`src/acs_defines.svh`:
```
`ifndef ACS_DEFINES_SVH
`define ACS_DEFINES_SVH
// Device side register groups, address bits [5:2] of the command byte
`define ACS_GRP_CTRL    4'h0
`define ACS_GRP_CHSTAT  4'h1
`define ACS_GRP_DATA    4'h2
`define ACS_GRP_SETUP   4'hA
`define ACS_GRP_CTIME   4'hC
`define ACS_GRP_MODE    4'hE
`define ACS_CMD_RD_BIT  6
`define ACS_MODE_MSB    7
`define ACS_MODE_LSB    5
`define ACS_DUMP_BIT    3
`define ACS_SETUP_EN    3
`define ACS_READY_PIN_FUNCTION_SEL_BIT   0
`define ACS_LEN_CMD     6'h08
`define ACS_LEN_REG     6'h08
`define ACS_LEN_DATA    6'h18
`define ACS_LEN_DUMP    6'h20
`define ACS_RST_ONES    6'h20
`define ACS_OVR_HOLD    8'hA3
`define ACS_CONV_SHIFT  4
`define ACS_SETUP_RST   8'h00
`define ACS_CTIME_RST   8'h00
`define ACS_IO_RST      8'h00
// Host side register map
`define ACS_H_CTRL      4'h0
`define ACS_H_TX        4'h1
`define ACS_H_RX        4'h2
`define ACS_H_STAT      4'h3
`define ACS_H_IST       4'h4
`define ACS_H_IMASK     4'h5
`define ACS_H_PRST      4'h6
`define ACS_H_START     8
`define ACS_H_HALF      10
`endif

```
`src/acs_pkg.sv`:
```
package acs_pkg;
   typedef enum logic [2:0] {
      M_IDLE   = 3'b000,
      M_CONT   = 3'b001,
      M_SINGLE = 3'b010
   } acs_mode_type;
   typedef enum logic [1:0] {
      H_IDLE = 2'b00,
      H_LEAD = 2'b01,
      H_LOW  = 2'b10,
      H_HIGH = 2'b11
   } acs_hstate_type;
endpackage

```
`src/acs_if.sv`:
```
`timescale 1ns/1ps
`default_nettype none
interface acs_if;
   logic cs_n;
   logic sclk;
   logic din;
   logic reset_n;
   logic dout_o;
   logic dout_oe_n;
   logic rdy_n;
   // Released line idles high, as with a pull-up
   wire  dout = dout_oe_n ? 1'b1 : dout_o;
   modport dev (input cs_n, sclk, din, reset_n, output dout_o, dout_oe_n, rdy_n);
   modport host (output cs_n, sclk, din, reset_n, input dout, rdy_n);
endinterface
`default_nettype wire

```
`src/acs_device.sv`:
```
// The placing of the registers and the strobed register port are this design's own decisions.
`timescale 1ns/1ps
`default_nettype none
`include "acs_defines.svh"
// Operation
// - Deselected: ignore clock and data, release output
// - Ready output is always driven
// - Shared data line works for register access
// - Reset pin or 32 ones resets
// - Host avoids stray clocks, resets first
// - Command byte precedes every register transfer
// - Host sends zeros while reading
// - Mode write clears flags, ready high
// - Single conversion updates, idles, flags, ready low
// - Data read clears flag, ready high
// - Dump mode prepends channel status
// - Host keeps data low during dump read
// - Continuous mode cycles enabled channels
// - Scan period sums enabled conversion times
// - Ready pin any or all enabled, all only in continuous mode
// - Overwrite drops flag, ready high 163 cycles
// - Result for the channel whose data is being read out is discarded
// - Single conversion ignores channel enable
module acs_device #(
   parameter logic [7:0] OVR_HOLD = `ACS_OVR_HOLD
) (
   input  wire logic        CLK,
   input  wire logic        RSTN,
   acs_if.dev               LINK,
   input  wire logic [23:0] SAMPLE,
   output logic             CONV_BUSY
);
   function automatic logic [5:0] xfer_len(input logic [3:0] g, input logic dmp);
      logic chan;
      chan = (g == `ACS_GRP_CHSTAT) || (g == `ACS_GRP_DATA);
      if (chan && dmp)
         xfer_len = `ACS_LEN_DUMP;
      else if (g == `ACS_GRP_DATA)
         xfer_len = `ACS_LEN_DATA;
      else
         xfer_len = `ACS_LEN_REG;
   endfunction

   function automatic logic [1:0] next_chan(input logic [1:0] c, input logic [3:0] en);
      logic [1:0] n;
      integer     i;
      next_chan = c;
      for (i = 3; i >= 1; i--) begin
         n = c + 2'(i);
         if (en[n])
            next_chan = n;
      end
   endfunction

   logic [2:0] cs_s, ck_s, di_s, rp_s;
   logic       cs_f, ck_f, di_f, rp_f;
   wire        cs_new = (cs_s[1] == cs_s[2]) ? cs_s[2] : cs_f;
   wire        ck_new = (ck_s[1] == ck_s[2]) ? ck_s[2] : ck_f;
   wire        di_new = (di_s[1] == di_s[2]) ? di_s[2] : di_f;
   wire        rp_new = (rp_s[1] == rp_s[2]) ? rp_s[2] : rp_f;

   always_ff @(posedge CLK) begin
      if (!RSTN) begin
         cs_s <= 3'h7;
         ck_s <= 3'h7;
         di_s <= 3'h0;
         rp_s <= 3'h7;
         cs_f <= 1'b1;
         ck_f <= 1'b1;
         di_f <= 1'b0;
         rp_f <= 1'b1;
      end else begin
         cs_s <= {cs_s[1:0], LINK.cs_n};
         ck_s <= {ck_s[1:0], LINK.sclk};
         di_s <= {di_s[1:0], LINK.din};
         rp_s <= {rp_s[1:0], LINK.reset_n};
         cs_f <= cs_new;
         ck_f <= ck_new;
         di_f <= di_new;
         rp_f <= rp_new;
      end
   end

   wire rise = ck_new & ~ck_f & ~cs_f;
   wire fall = ~ck_new & ck_f & ~cs_f;

   logic [5:0] ones;
   wire ser_rst = rise && di_new && (ones == `ACS_RST_ONES - 6'h01);
   wire srst    = !RSTN || !rp_f || ser_rst;

   always_ff @(posedge CLK) begin
      if (srst)
         ones <= 6'h00;
      else if (rise)
         ones <= di_new ? ones + 6'h01 : 6'h00;
   end

   logic                phase;
   logic                rd;
   logic                first;
   logic [5:0]          cnt;
   logic [5:0]          len;
   logic [7:0]          cmd;
   logic [31:0]         sh_in;
   logic [31:0]         sh_out;
   acs_pkg::acs_mode_type mode;
   logic                dump;
   logic                ready_pin_function_sel;
   logic [1:0]          conv_ch;
   logic [15:0]         conv_cnt;
   logic [3:0]          flags;
   logic [7:0]          hold_cnt;
   logic [1:0]          hold_ch;
   logic                rdy_n;
   logic                busy;
   logic [23:0]         data   [4];
   logic [7:0]          chstat [4];
   logic [7:0]          setup  [4];
   logic [7:0]          ctime  [4];
   logic [3:0]          en;

   always_comb begin
      en = 4'h0;
      for (int k = 0; k < 4; k++)
         en[k] = setup[k][`ACS_SETUP_EN];
   end

   wire [3:0]  grp     = cmd[5:2];
   wire [1:0]  ch      = cmd[1:0];
   wire [7:0]  nxt_cmd = {sh_in[6:0], di_new};
   wire        cmd_end = rise && !phase && (cnt == `ACS_LEN_CMD - 6'h01);
   wire        xfr_end = rise && phase && (cnt == len - 6'h01);
   wire        wr_end  = xfr_end && !rd;
   wire        mode_wr = wr_end && (grp == `ACS_GRP_MODE);
   wire        dump_rd = dump && ((grp == `ACS_GRP_CHSTAT) || (grp == `ACS_GRP_DATA));
   wire        data_rd = phase && rd && (dump_rd || grp == `ACS_GRP_DATA);
   wire        load    = fall && phase && rd && first;

   wire [3:0]  hold_m  = (hold_cnt != 8'h00) ? (4'h1 << hold_ch) : 4'h0;
   wire [3:0]  vis     = flags & ~hold_m;
   wire [7:0]  cst     = {chstat[ch][7:1], vis[ch]};
   wire [7:0]  rd_byte = (grp == `ACS_GRP_CTRL)  ? ((ch == 2'h0) ? {4'h0, vis} : {7'h0, ready_pin_function_sel}) :
                         (grp == `ACS_GRP_CHSTAT) ? cst :
                         (grp == `ACS_GRP_SETUP)  ? setup[ch] :
                         (grp == `ACS_GRP_CTIME)  ? ctime[ch] :
                         (grp == `ACS_GRP_MODE)   ? {mode, 1'b0, dump, 3'h0} : 8'h00;
   wire [31:0] rd_word = dump_rd ? {cst, data[ch]} :
                         (grp == `ACS_GRP_DATA) ? {data[ch], 8'h00} : {rd_byte, 24'h0};

   always_ff @(posedge CLK) begin
      if (srst) begin
         phase <= 1'b0;
         cnt   <= 6'h00;
         rd    <= 1'b0;
         first <= 1'b0;
         len   <= `ACS_LEN_REG;
         cmd   <= 8'h00;
         sh_in <= 32'h0;
      end else if (rise) begin
         sh_in <= {sh_in[30:0], di_new};
         cnt   <= (cmd_end || xfr_end) ? 6'h00 : cnt + 6'h01;
         if (cmd_end) begin
            cmd   <= nxt_cmd;
            rd    <= nxt_cmd[`ACS_CMD_RD_BIT];
            len   <= xfer_len(nxt_cmd[5:2], dump);
            phase <= 1'b1;
            first <= 1'b1;
         end else if (xfr_end) begin
            phase <= 1'b0;
         end
      end else if (load) begin
         first <= 1'b0;
      end
   end

   // Load on the first falling edge so the MSB is valid for the first rising edge
   always_ff @(posedge CLK) begin
      if (srst)
         sh_out <= 32'h0;
      else if (load)
         sh_out <= rd_word;
      else if (fall && phase && rd)
         sh_out <= {sh_out[30:0], 1'b0};
   end

   // Output released outside reads, so a shared data line needs no extra logic
   assign LINK.dout_o    = sh_out[31];
   assign LINK.dout_oe_n = !(!cs_f && phase && rd && !first);

   wire [7:0]  io_rst  = `ACS_IO_RST;

   always_ff @(posedge CLK) begin
      if (srst) begin
         ready_pin_function_sel <= io_rst[`ACS_READY_PIN_FUNCTION_SEL_BIT];
         for (int k = 0; k < 4; k++) begin
            setup[k] <= `ACS_SETUP_RST;
            ctime[k] <= `ACS_CTIME_RST;
         end
      end else if (wr_end) begin
         if (grp == `ACS_GRP_CTRL && ch == 2'h1)
            ready_pin_function_sel <= nxt_cmd[`ACS_READY_PIN_FUNCTION_SEL_BIT];
         if (grp == `ACS_GRP_SETUP)
            setup[ch] <= nxt_cmd;
         if (grp == `ACS_GRP_CTIME)
            ctime[ch] <= nxt_cmd;
      end
   end

   wire        conv_on  = (mode == acs_pkg::M_CONT) || (mode == acs_pkg::M_SINGLE);
   // Period per channel scales with its own time register; a scan sums them
   wire [15:0] conv_tgt = (16'(ctime[conv_ch]) + 16'h0001) << `ACS_CONV_SHIFT;
   wire        conv_end = conv_on && (conv_cnt == conv_tgt - 16'h0001);
   wire        clash    = conv_end && data_rd && (ch == conv_ch);
   wire        land     = conv_end && !clash;
   wire [3:0]  set_m    = land ? (4'h1 << conv_ch) : 4'h0;
   wire [3:0]  clr_m    = (load && data_rd) ? (4'h1 << ch) : 4'h0;

   always_ff @(posedge CLK) begin
      if (srst) begin
         mode     <= acs_pkg::M_IDLE;
         dump     <= 1'b0;
         conv_ch  <= 2'h0;
         conv_cnt <= 16'h0000;
      end else if (mode_wr) begin
         mode     <= acs_pkg::acs_mode_type'(nxt_cmd[`ACS_MODE_MSB:`ACS_MODE_LSB]);
         dump     <= nxt_cmd[`ACS_DUMP_BIT];
         conv_ch  <= ch;
         conv_cnt <= 16'h0000;
      end else if (conv_end) begin
         conv_cnt <= 16'h0000;
         if (mode == acs_pkg::M_SINGLE)
            mode <= acs_pkg::M_IDLE;
         else
            conv_ch <= next_chan(conv_ch, en);
      end else if (conv_on) begin
         conv_cnt <= conv_cnt + 16'h0001;
      end
   end

   always_ff @(posedge CLK) begin
      if (srst) begin
         for (int k = 0; k < 4; k++) begin
            data[k]   <= 24'h0;
            chstat[k] <= 8'h00;
         end
      end else if (land) begin
         data[conv_ch]   <= SAMPLE;
         chstat[conv_ch] <= {conv_ch, 4'h0, SAMPLE[23], 1'b0};
      end
   end

   // Set wins over a same-cycle read clear
   always_ff @(posedge CLK) begin
      if (srst || mode_wr)
         flags <= 4'h0;
      else
         flags <= (flags & ~clr_m) | set_m;
   end

   always_ff @(posedge CLK) begin
      if (srst || mode_wr) begin
         hold_cnt <= 8'h00;
         hold_ch  <= 2'h0;
      end else if (land && flags[conv_ch]) begin
         hold_cnt <= OVR_HOLD;
         hold_ch  <= conv_ch;
      end else if (hold_cnt != 8'h00) begin
         hold_cnt <= hold_cnt - 8'h01;
      end
   end

   wire all_rdy   = (en != 4'h0) && ((vis & en) == en);
   wire next_rdy_n = mode_wr ? 1'b1 :
                    (hold_cnt != 8'h00 || (land && flags[conv_ch])) ? 1'b1 :
                    (mode == acs_pkg::M_CONT && ready_pin_function_sel) ? !all_rdy : !(|vis);

   always_ff @(posedge CLK) begin
      if (srst) begin
         rdy_n <= 1'b1;
         busy  <= 1'b0;
      end else begin
         rdy_n <= next_rdy_n;
         busy  <= conv_on;
      end
   end

   assign LINK.rdy_n = rdy_n;
   assign CONV_BUSY  = busy;
endmodule
`default_nettype wire

```
`src/flat_wrapper.sv`:
```
// flat-port wrapper written by rule: the top's interface ports become plain ports
module acs_device_flat 
#(
   parameter logic [7:0] OVR_HOLD = `ACS_OVR_HOLD
)
  (CLK, RSTN, SAMPLE, CONV_BUSY, LINK_cs_n, LINK_sclk, LINK_din, LINK_reset_n, LINK_dout_o, LINK_dout_oe_n, LINK_rdy_n);
  acs_if LINK_i ();
  input  wire logic CLK;
  input  wire logic RSTN;
  input  wire logic [23:0] SAMPLE;
  output logic CONV_BUSY;
  input wire logic [$bits(LINK_i.cs_n)-1:0] LINK_cs_n;
  input wire logic [$bits(LINK_i.sclk)-1:0] LINK_sclk;
  input wire logic [$bits(LINK_i.din)-1:0] LINK_din;
  input wire logic [$bits(LINK_i.reset_n)-1:0] LINK_reset_n;
  output wire logic [$bits(LINK_i.dout_o)-1:0] LINK_dout_o;
  output wire logic [$bits(LINK_i.dout_oe_n)-1:0] LINK_dout_oe_n;
  output wire logic [$bits(LINK_i.rdy_n)-1:0] LINK_rdy_n;
  assign LINK_i.cs_n = LINK_cs_n;
  assign LINK_i.sclk = LINK_sclk;
  assign LINK_i.din = LINK_din;
  assign LINK_i.reset_n = LINK_reset_n;
  assign LINK_dout_o = LINK_i.dout_o;
  assign LINK_dout_oe_n = LINK_i.dout_oe_n;
  assign LINK_rdy_n = LINK_i.rdy_n;
  acs_device #(.OVR_HOLD(OVR_HOLD)) u_core (.CLK(CLK), .RSTN(RSTN), .LINK(LINK_i), .SAMPLE(SAMPLE), .CONV_BUSY(CONV_BUSY));
endmodule
```
`config.mk`:
```
export PLATFORM = sky130hd
export DESIGN_NAME = acs_device_flat
export DESIGN_NICKNAME = d
export VERILOG_FILES = /design/src/acs_pkg.sv /design/src/acs_if.sv /design/src/acs_device.sv /design/src/flat_wrapper.sv
export VERILOG_INCLUDE_DIRS = /design/src
export SDC_FILE = /design/constraint.sdc
export NUM_CORES = 1
export LEC_CHECK = 0
export BUFFER_PORTS_ARGS = -buffer_cell sky130_fd_sc_hd__buf_2
export CAP_MARGIN = 20
export CORE_ASPECT_RATIO = 1.4
export CORE_MARGIN = 8
export CORE_UTILIZATION = 30
export DETAILED_ROUTE_END_ITERATION = 8
export PLACE_DENSITY = 0.48
export SLEW_MARGIN = 20
export SYNTH_ARGS = -nofsm -noshare
export SYNTH_HDL_FRONTEND = slang
export SYNTH_SLANG_ARGS = --single-unit
```
`constraint.sdc`:
```
create_clock -name CLK -period 7.73 [get_ports CLK]
set_clock_uncertainty 0.05 [all_clocks]
set_input_delay 0.773 -clock CLK [delete_from_list [all_inputs] [get_ports CLK]]
set_output_delay 0.773 -clock CLK [all_outputs]
set_load 0.005 [all_outputs]
```
==> results.json, run 1 <==
{
  "outcome": "finished clean",
  "hold_violations": 0,
  "crit_path_end_kind": "register",
  "fin_nets": 1325,
  "yosys.area.top_type": "edfxtp_1",
  "place.gp.congestion": 0.800,
  "post_cts_resize_count": 0,
  "ys_warn_count": 0,
  "postCtsSetupBuffers": 0,
  "powerDensity_nw_per_um2": 207,
  "synth_flop_cell": "edfxtp_1",
  "setup_viol": 0,
  "synth_edf_count": 168,
  "insertion_delay_ns": 0.57,
  "utilization_pct": 34.4,
  "netlist_area_um2": 14000,
  "synth.distinct_cells": 78,
  "final_antenna_net_count": 0,
  "die_h_um": 272,
  "arrival_ns": 5.54,
  "fmax_mhz": 194,
  "maxCapViolations": 0,
  "num_rows": 93,
  "finalSetupTns_ns": 0,
  "async_reset_ff_share_pct": 0,
  "drt_iter0_markers": 568,
  "crit_path_max_fanout": 25,
  "grt_max_degree": 56,
  "tritoncts": "done",
  "critPathLaunchType": "register",
  "finalCritPeriodShare_pct": 66.7,
  "start_util_pct": 30.4,
  "vdd_drop_max_v": 0.000152,
  "grt_first_pass_wirelength_mm": 56.4,
  "coreArea_um2": 46100,
  "critical_path_class": "reg2reg",
  "viasPerCell": 5.03,
  "clock_tree.buffer_depth": 3,
  "cts_buffers": 30,
  "fin_crit_ns": 5.15,
  "antenna_found_initial": 0,
  "track_usage_pct": 13.2,
  "cts.sinks": 290,
  "die-area_um2": 54000,
  "clockRootBuffer": "clkbuf_16",
  "clk_pin_slew_ns": 0.06,
  "grt_pass1_vias": 9812,
  "grt.overflow.total": 0,
  "hold_buffers": 0,
  "avgSynthCellArea_um2": 11.0,
  "synth_top_area_share_pct": 36.0,
  "synth_cells": 1271,
  "cp.required_ns": 8.12,
  "instances_no_fill": 1924,
  "rsz0062_at_grt": "false",
  "die_w_um": 199,
  "firstDrtPassIters": 5,
  "dpl.hpwl_mm": 24.3,
  "wl_mm": 36.0,
  "worst_slew_pin_slew_ns": 0.978,
  "worst_hold_path_type": "in2reg",
  "yosys-top-cells-area": "edfxtp_1 (36%), dfxtp_1 (17%), mux4_2 (8.4%)",
  "power_mw": 3.28,
  "vias": 9676,
  "p_leak_nw": 5.58,
  "routedWlPerCell_um": 18.7,
  "drc": 0,
  "drive_above_1_share_pct": 17.0,
  "ys_seq_area_share_pct": 53.4,
  "htree_levels": 1,
  "diodes": 0,
  "areaGrowthSynthToFinish_pct": 13.1,
  "synth-seq-cells": 290,
  "slew_headroom_pct": 34.6,
  "maxSlewViolCount": 0,
  "fillCellCount": 4692,
  "io_pins": 34,
  "port_buffers": 33,
  "dp.cells": 1868
}
## sequential cells by signal (all words and copies together) (netlist names), 4 cells and up, named ones only
name / cells
u_core.data: 92
u_core.ctime: 32
u_core.setup: 32
u_core.sh_out: 32
u_core.conv_cnt: 16
u_core.chstat: 12
u_core.hold_cnt: 8
u_core.sh_in: 7
u_core.cmd: 6
u_core.cnt: 6
u_core.ones: 6
u_core.flags: 4
## layout by cell type (no fill, tap or decap), types with 5 or more instances in the layout
cell type,count
nor2b_1,10
o21ai_0,36
inv_1,25
nand2_1,127
and2_1,54
a221oi_1,21
and3_1,45
or2_2,5
buf_2,33
xnor2_1,23
mux2i_1,22
mux2_2,5
dfxtp_1,120
a31oi_1,8
nand4_1,9
a21oi_1,76
a211oi_1,10
clkbuf_1,7
nor2_1,140
edfxtp_1,168
buf_4,24
clkbuf_16,31
nand2b_1,18
mux4_2,52
o22ai_1,5
nor3b_1,6
nand3_1,33
xor2_1,22
nor3_1,21
a22oi_1,8
and2_2,30
ha_1,12
clkbuf_8,6
## power breakdown
part / internal [mW] / switching (mW)
Sequential: 1.66 / 0.0141
Combinational: 0.0367 / 0.0659
Clock: 0.890 / 0.614
## final cells by class
cell class,instances,area (µm²),share of cell area [%]
timing repair buffer,57,345,2.18
multi-input combinational,879,6130,38.6
clock inverter,12,141,0.892
inverter,25,93.8,0.592
clock buffer,44,885,5.58
sequential,290,7490,47.2
tap,617,772,4.87
## per-layer routing
layer	track usage (%)	vias up	routed length [µm]
li1	-	4652	-
met1	15.7	4777	15000
met2	24.1	192	18900
met3	1.54	55	1140
met4	4.48	0	972
met5	0	-	0
## worst max-delay path: stages, from the launching register on
cell and delay, ns:
dfxtp_1 0.74, mux4_2 0.69, ha_1 0.40, o21ai_0 0.21, o32ai_1 0.09, a221oi_1 0.42
o21a_1 0.36, mux2i_1 0.26, o2111ai_1 0.16, nor3_2 0.24, nand3_4 0.26, nor3_4 0.86
and2_2 0.27
## stage by stage
| stage | setup slack [ns] | hold slack, ns | cell area (µm²) |
|---|---|---|---|
| 5_1_grt | 2.05 | 0.318 | 15900 |
| 3_3_place_gp | 2.56 | 0.346 | 14800 |
| 4_1_cts | 2.43 | 0.317 | 15900 |
| 6_report | 2.58 | 0.343 | 15900 |
| 2_1_floorplan | 2.02 | 0.336 | 14000 |
| 3_5_place_dp | 2.48 | 0.348 | 14800 |
## worst paths after layout
check | startpoint | endpoint | slack, ns | cells past startpoint
min reg2reg | u_core.rp_s[0]$_SDFF_PN1_ | u_core.rp_s[1]$_SDFF_PN1_ | 0.36 | 1
max | register | u_core.data[2][20]$_SDFFCE_PN0P_ | 2.58 | 12
max reg2reg | register | u_core.data[2][20]$_SDFFCE_PN0P_ | 2.58 | 12
min | LINK_reset_n | u_core.rp_s[0]$_SDFF_PN1_ | 0.34 | 2
## synthesized netlist by cell type (all sizes together) (2+ instances only)
| cell | instances |
|---|---|
| nor2 | 141 |
| xor2 | 22 |
| and3 | 47 |
| xnor2 | 23 |
| a21o | 3 |
| a22oi | 8 |
| a311oi | 3 |
| o21ai | 41 |
| ha | 12 |
| edfxtp | 168 |
| or2 | 6 |
| mux2 | 6 |
| or4 | 2 |
| mux2i | 22 |
| a21boi | 2 |
| nor2b | 10 |
| a31o | 2 |
| nand3b | 3 |
| a221oi | 21 |
| o21a | 2 |
| o31ai | 3 |
| a31oi | 10 |
| nor4 | 3 |
| and3b | 2 |
| nand2 | 127 |
| a32oi | 3 |
| dfxtp | 122 |
| o211ai | 4 |
| mux4 | 52 |
| or3 | 3 |
| clkbuf | 54 |
| o2111ai | 4 |
| a211oi | 10 |
| buf | 26 |
| o22ai | 5 |
| inv | 25 |
| nor3 | 24 |
| nand3 | 37 |
| a21oi | 76 |
| nand4 | 9 |
| and2 | 85 |
| nor3b | 6 |
| nand2b | 18 |
| and4 | 3 |
## cell families (layout without fill, tap and decap cells)
group | count (synthesis) | after routing | synth area share, %
and+or+nand+nor | 529 | 529 | 19.4
muxes | 80 | 80 | 10.4
adders and majority gates | 12 | 12 | 1.07
other | 1 | 4 | 0.0267
DFF | 290 | 290 | 53.4
buffers and inverters | 105 | 138 | 3.32
AOI/OAI and AO/OA | 208 | 208 | 9.42
xor gates and xnor gates | 46 | 46 | 2.97
(Power assumes the default switching activity.)
==> inputs of run 2 (changes only) <==
- ABC_AREA: not set -> 1
- PLACE_DENSITY: 0.48 -> 0.5
- clock period: 7.73 -> 4.3 ns (I/O delays scaled with it)
==> results.json, run 2 <==
{
  "vias": 11900,
  "grt_pass1_vias": 11700,
  "drive_above_1_share_pct": 10.7,
  "yosys.area.top_type": "edfxtp_1",
  "reg2reg_depth": 22,
  "p_comb_share_pct": 3.1,
  "final_common_cell": "nand2_1",
  "cts.sinks": 290,
  "grt.overflow.total": 0,
  "dpl.hpwl_mm": 28.3,
  "r2r_end": "u_core.data[2][20]$_SDFFCE_PN0P_",
  "clk_pin_slew_ns": 0.06,
  "clock_tree.buffer_depth": 3,
  "clockRootBuffer": "clkbuf_16",
  "mostFrequentLayoutCells": "nand2_1 (330), nor2_1 (285), edfxtp_1 (168)",
  "worst_slew_pin_slew_ns": 0.825,
  "setup_viol": 0,
  "p_switching_mw": 1.28,
  "synth_edf_count": 168,
  "drc": 0,
  "finalCritPeriodShare_pct": 91.3,
  "path_cells": "inv_2 > nand2_1 > nand2_1 > nand2_1 > nand2_2 > ha_1 > nor2_1 > inv_1 > nor2_1 > nand3_1 > nor2_1 > nand3_1 > nand2_1 > inv_1 > nor2_1 > nand3_2 > nor2_4 > nand3_4 > nor2_8 > nand3_4 > nand2_1 > buf_6",
  "coreArea_um2": 47700,
  "ys_warn_count": 0,
  "tritoncts": "done",
  "p_seq_share_pct": 49.5,
  "start_util_pct": 30.1,
  "io_pins": 34,
  "synth-seq-cells": 290,
  "crit_path_end": "u_core.data[2][20]$_SDFFCE_PN0P_",
  "track_usage_pct": 14.6,
  "critPathLaunchType": "register",
  "maxSlewViolCount": 0,
  "grt_max_degree": 51,
  "power_mw": 6.07,
  "insertion_delay_ns": 0.52,
  "clkPwrFrac_pct": 47.4,
  "fin_ws_ns": 0.375,
  "max_stage_delay_ns": 0.51,
  "crit_path_max_fanout": 26,
  "r2r_setup_slack_ns": 0.37,
  "stdcell_area_um2": 16400,
  "wl_mm": 41.2,
  "die_w_um": 201,
  "synth_flop_cell": "edfxtp_1",
  "fillCellCount": 4922,
  "fin_nets": 1812,
  "firstDrtPassIters": 8,
  "ys_seq_area_share_pct": 52.1,
  "p_int_mw": 4.79,
  "powerDensity_nw_per_um2": 371,
  "areaGrowthSynthToFinish_pct": 14.0,
  "crit_path_end_kind": "register",
  "drt_iter0_markers": 716,
  "hold_violations": 0,
  "worst_path_most_repeated_cell": "nand2_1",
  "pre_cts_ws_ns": 0.267,
  "worst_hold_path_type": "in2reg",
  "htree_levels": 2,
  "regMostFlops": "u_core.data",
  "critical_path_class": "reg2reg",
  "instances_no_fill": 2423,
  "maxCapViolations": 0,
  "synth_cells": 1742,
  "synth_common_cells": "nand2_1 (330), nor2_1 (285), edfxtp_1 (168), inv_1 (157), dfxtp_1 (122)",
  "place.gp.congestion": 0.844,
  "critPathSlowestCell": "dfxtp_1",
  "finalSetupTns_ns": 0,
  "vdd_drop_max_v": 0.000266,
  "arrival_ns": 4.06,
  "die-area_um2": 55200,
  "fmax_mhz": 255,
  "hold_buffers": 0,
  "cp.required_ns": 4.44,
  "avgSynthCellArea_um2": 8.25,
  "routedWlPerCell_um": 17.0,
  "synth.distinct_cells": 52,
  "place_area_um2": 15300,
  "async_reset_ff_share_pct": 0,
  "netSwitchingFraction_pct": 21.1,
  "die_h_um": 275,
  "yosys-top-cells-area": "edfxtp_1 (35%), dfxtp_1 (17%), nand2_1 (8.6%)",
  "cts_buffers": 34,
  "grt_first_pass_wirelength_mm": 64.6,
  "rsz0062_at_grt": "false",
  "port_buffers": 33,
  "outcome": "finished clean",
  "final_antenna_net_count": 0,
  "num_rows": 95,
  "yosys.cell_count.top_type": "nand2_1",
  "p_leak_nw": 6.49,
  "dp.cells": 2364,
  "diodes": 0,
  "fin_crit_ns": 3.93,
  "synth_top_area_share_pct": 35.1,
  "slew_headroom_pct": 44.9,
  "viasPerCell": 4.89,
  "largest_reg_flops": 92,
  "antenna_found_initial": 0,
  "netlist_area_um2": 14400
}
==> run 2: changes by cell type in the layout (fill, tap and decap cells not counted), moves of 54 or more <==
cell	previous run	this run
nand2_1	127	330
nor2_1	140	285
inv_1	25	157
o21ai_0	36	118
nand3_1	33	104
and2_1	54	0
==> run 2: timing repair <==
action / CTS / global route
resized for setup: 0 / 4
endpoints found under the hold margin: 0 / 0
setup buffers: 0 / 0
setup endpoints to repair: 0 / 102
==> run 2: area by class of cell <==
class                      count  area, µm²  share of cell area [%]
timing repair buffer          69        468                    2.86
clock buffer                  45        966                    5.90
clock inverter                14        141                   0.863
multi-input combinational   1203       5880                    35.9
tap                          630        788                    4.81
sequential                   290       7490                    45.7
inverter                     172        648                    3.96
==> run 2: how the worst min path moves through the flow <==
stage	startpoint	endpoint	slack (ns)	cells past startpoint
floorplan	u_core.di_s[0]$_SDFF_PN0_	u_core.di_s[1]$_SDFF_PN0_	0.34	2
global placement	u_core.di_s[0]$_SDFF_PN0_	u_core.di_s[1]$_SDFF_PN0_	0.34	2
detailed placement	u_core.rp_s[0]$_SDFF_PN1_	u_core.rp_s[1]$_SDFF_PN1_	0.35	1
CTS	LINK_cs_n	u_core.cs_s[0]$_SDFF_PN1_	0.03	2
global route	LINK_cs_n	u_core.cs_s[0]$_SDFF_PN1_	0.03	2
finish	LINK_cs_n	u_core.cs_s[0]$_SDFF_PN1_	0.05	2
==> run 2: per-layer routing <==
metal  up-vias  part of all wire (%)  GRT usage, %
li1       5874                     -             -
met1      5661                    39          15.5
met2       251                    53          28.1
met3        74                   3.4          2.05
met4         0                   4.4          6.83
met5         -                     0             0
==> run 2: metrics by stage <==
step | utilization (%) | hold slack, ns
after CTS | 34.3 | 0.0271
after detailed placement | 32.0 | 0.347
final | 34.4 | 0.0497
after global routing | 34.4 | 0.0255
after global placement | 32.0 | 0.344
after floorplan | - | 0.340
==> run 2: critical path, delay by kind of cell, from the launching register on <==
kind,cells,cell delay [ns]
buf+inv,4,0.61
flops,1,0.51
simple gates,17,2.06
fa+ha+maj,1,0.34
==> run 2: power by group through the flow <==
stage / Combinational [mW] / Clock [mW] / Sequential, mW
after global placement: 0.190 / 0 / 3.07
after floorplan: 0.112 / 0 / 3.06
final: 0.188 / 2.88 / 3.01
after detailed placement: 0.191 / 0 / 3.07
after CTS: 0.191 / 2.95 / 3.01
after global routing: 0.210 / 3.05 / 3.01
==> run 2: cell families (layout without fill, tap and decap cells) <==
group,Yosys count,count (layout),synth area share (%)
buffers and inverters,252,300,7.18
XOR/XNOR,25,25,1.52
AND/OR/NAND/NOR,845,845,25.6
flip-flops,290,290,52.1
adder cells (fa/ha/maj),12,12,1.05
AO/OA/AOI/OAI,317,317,12.5
other,1,4,0.0261
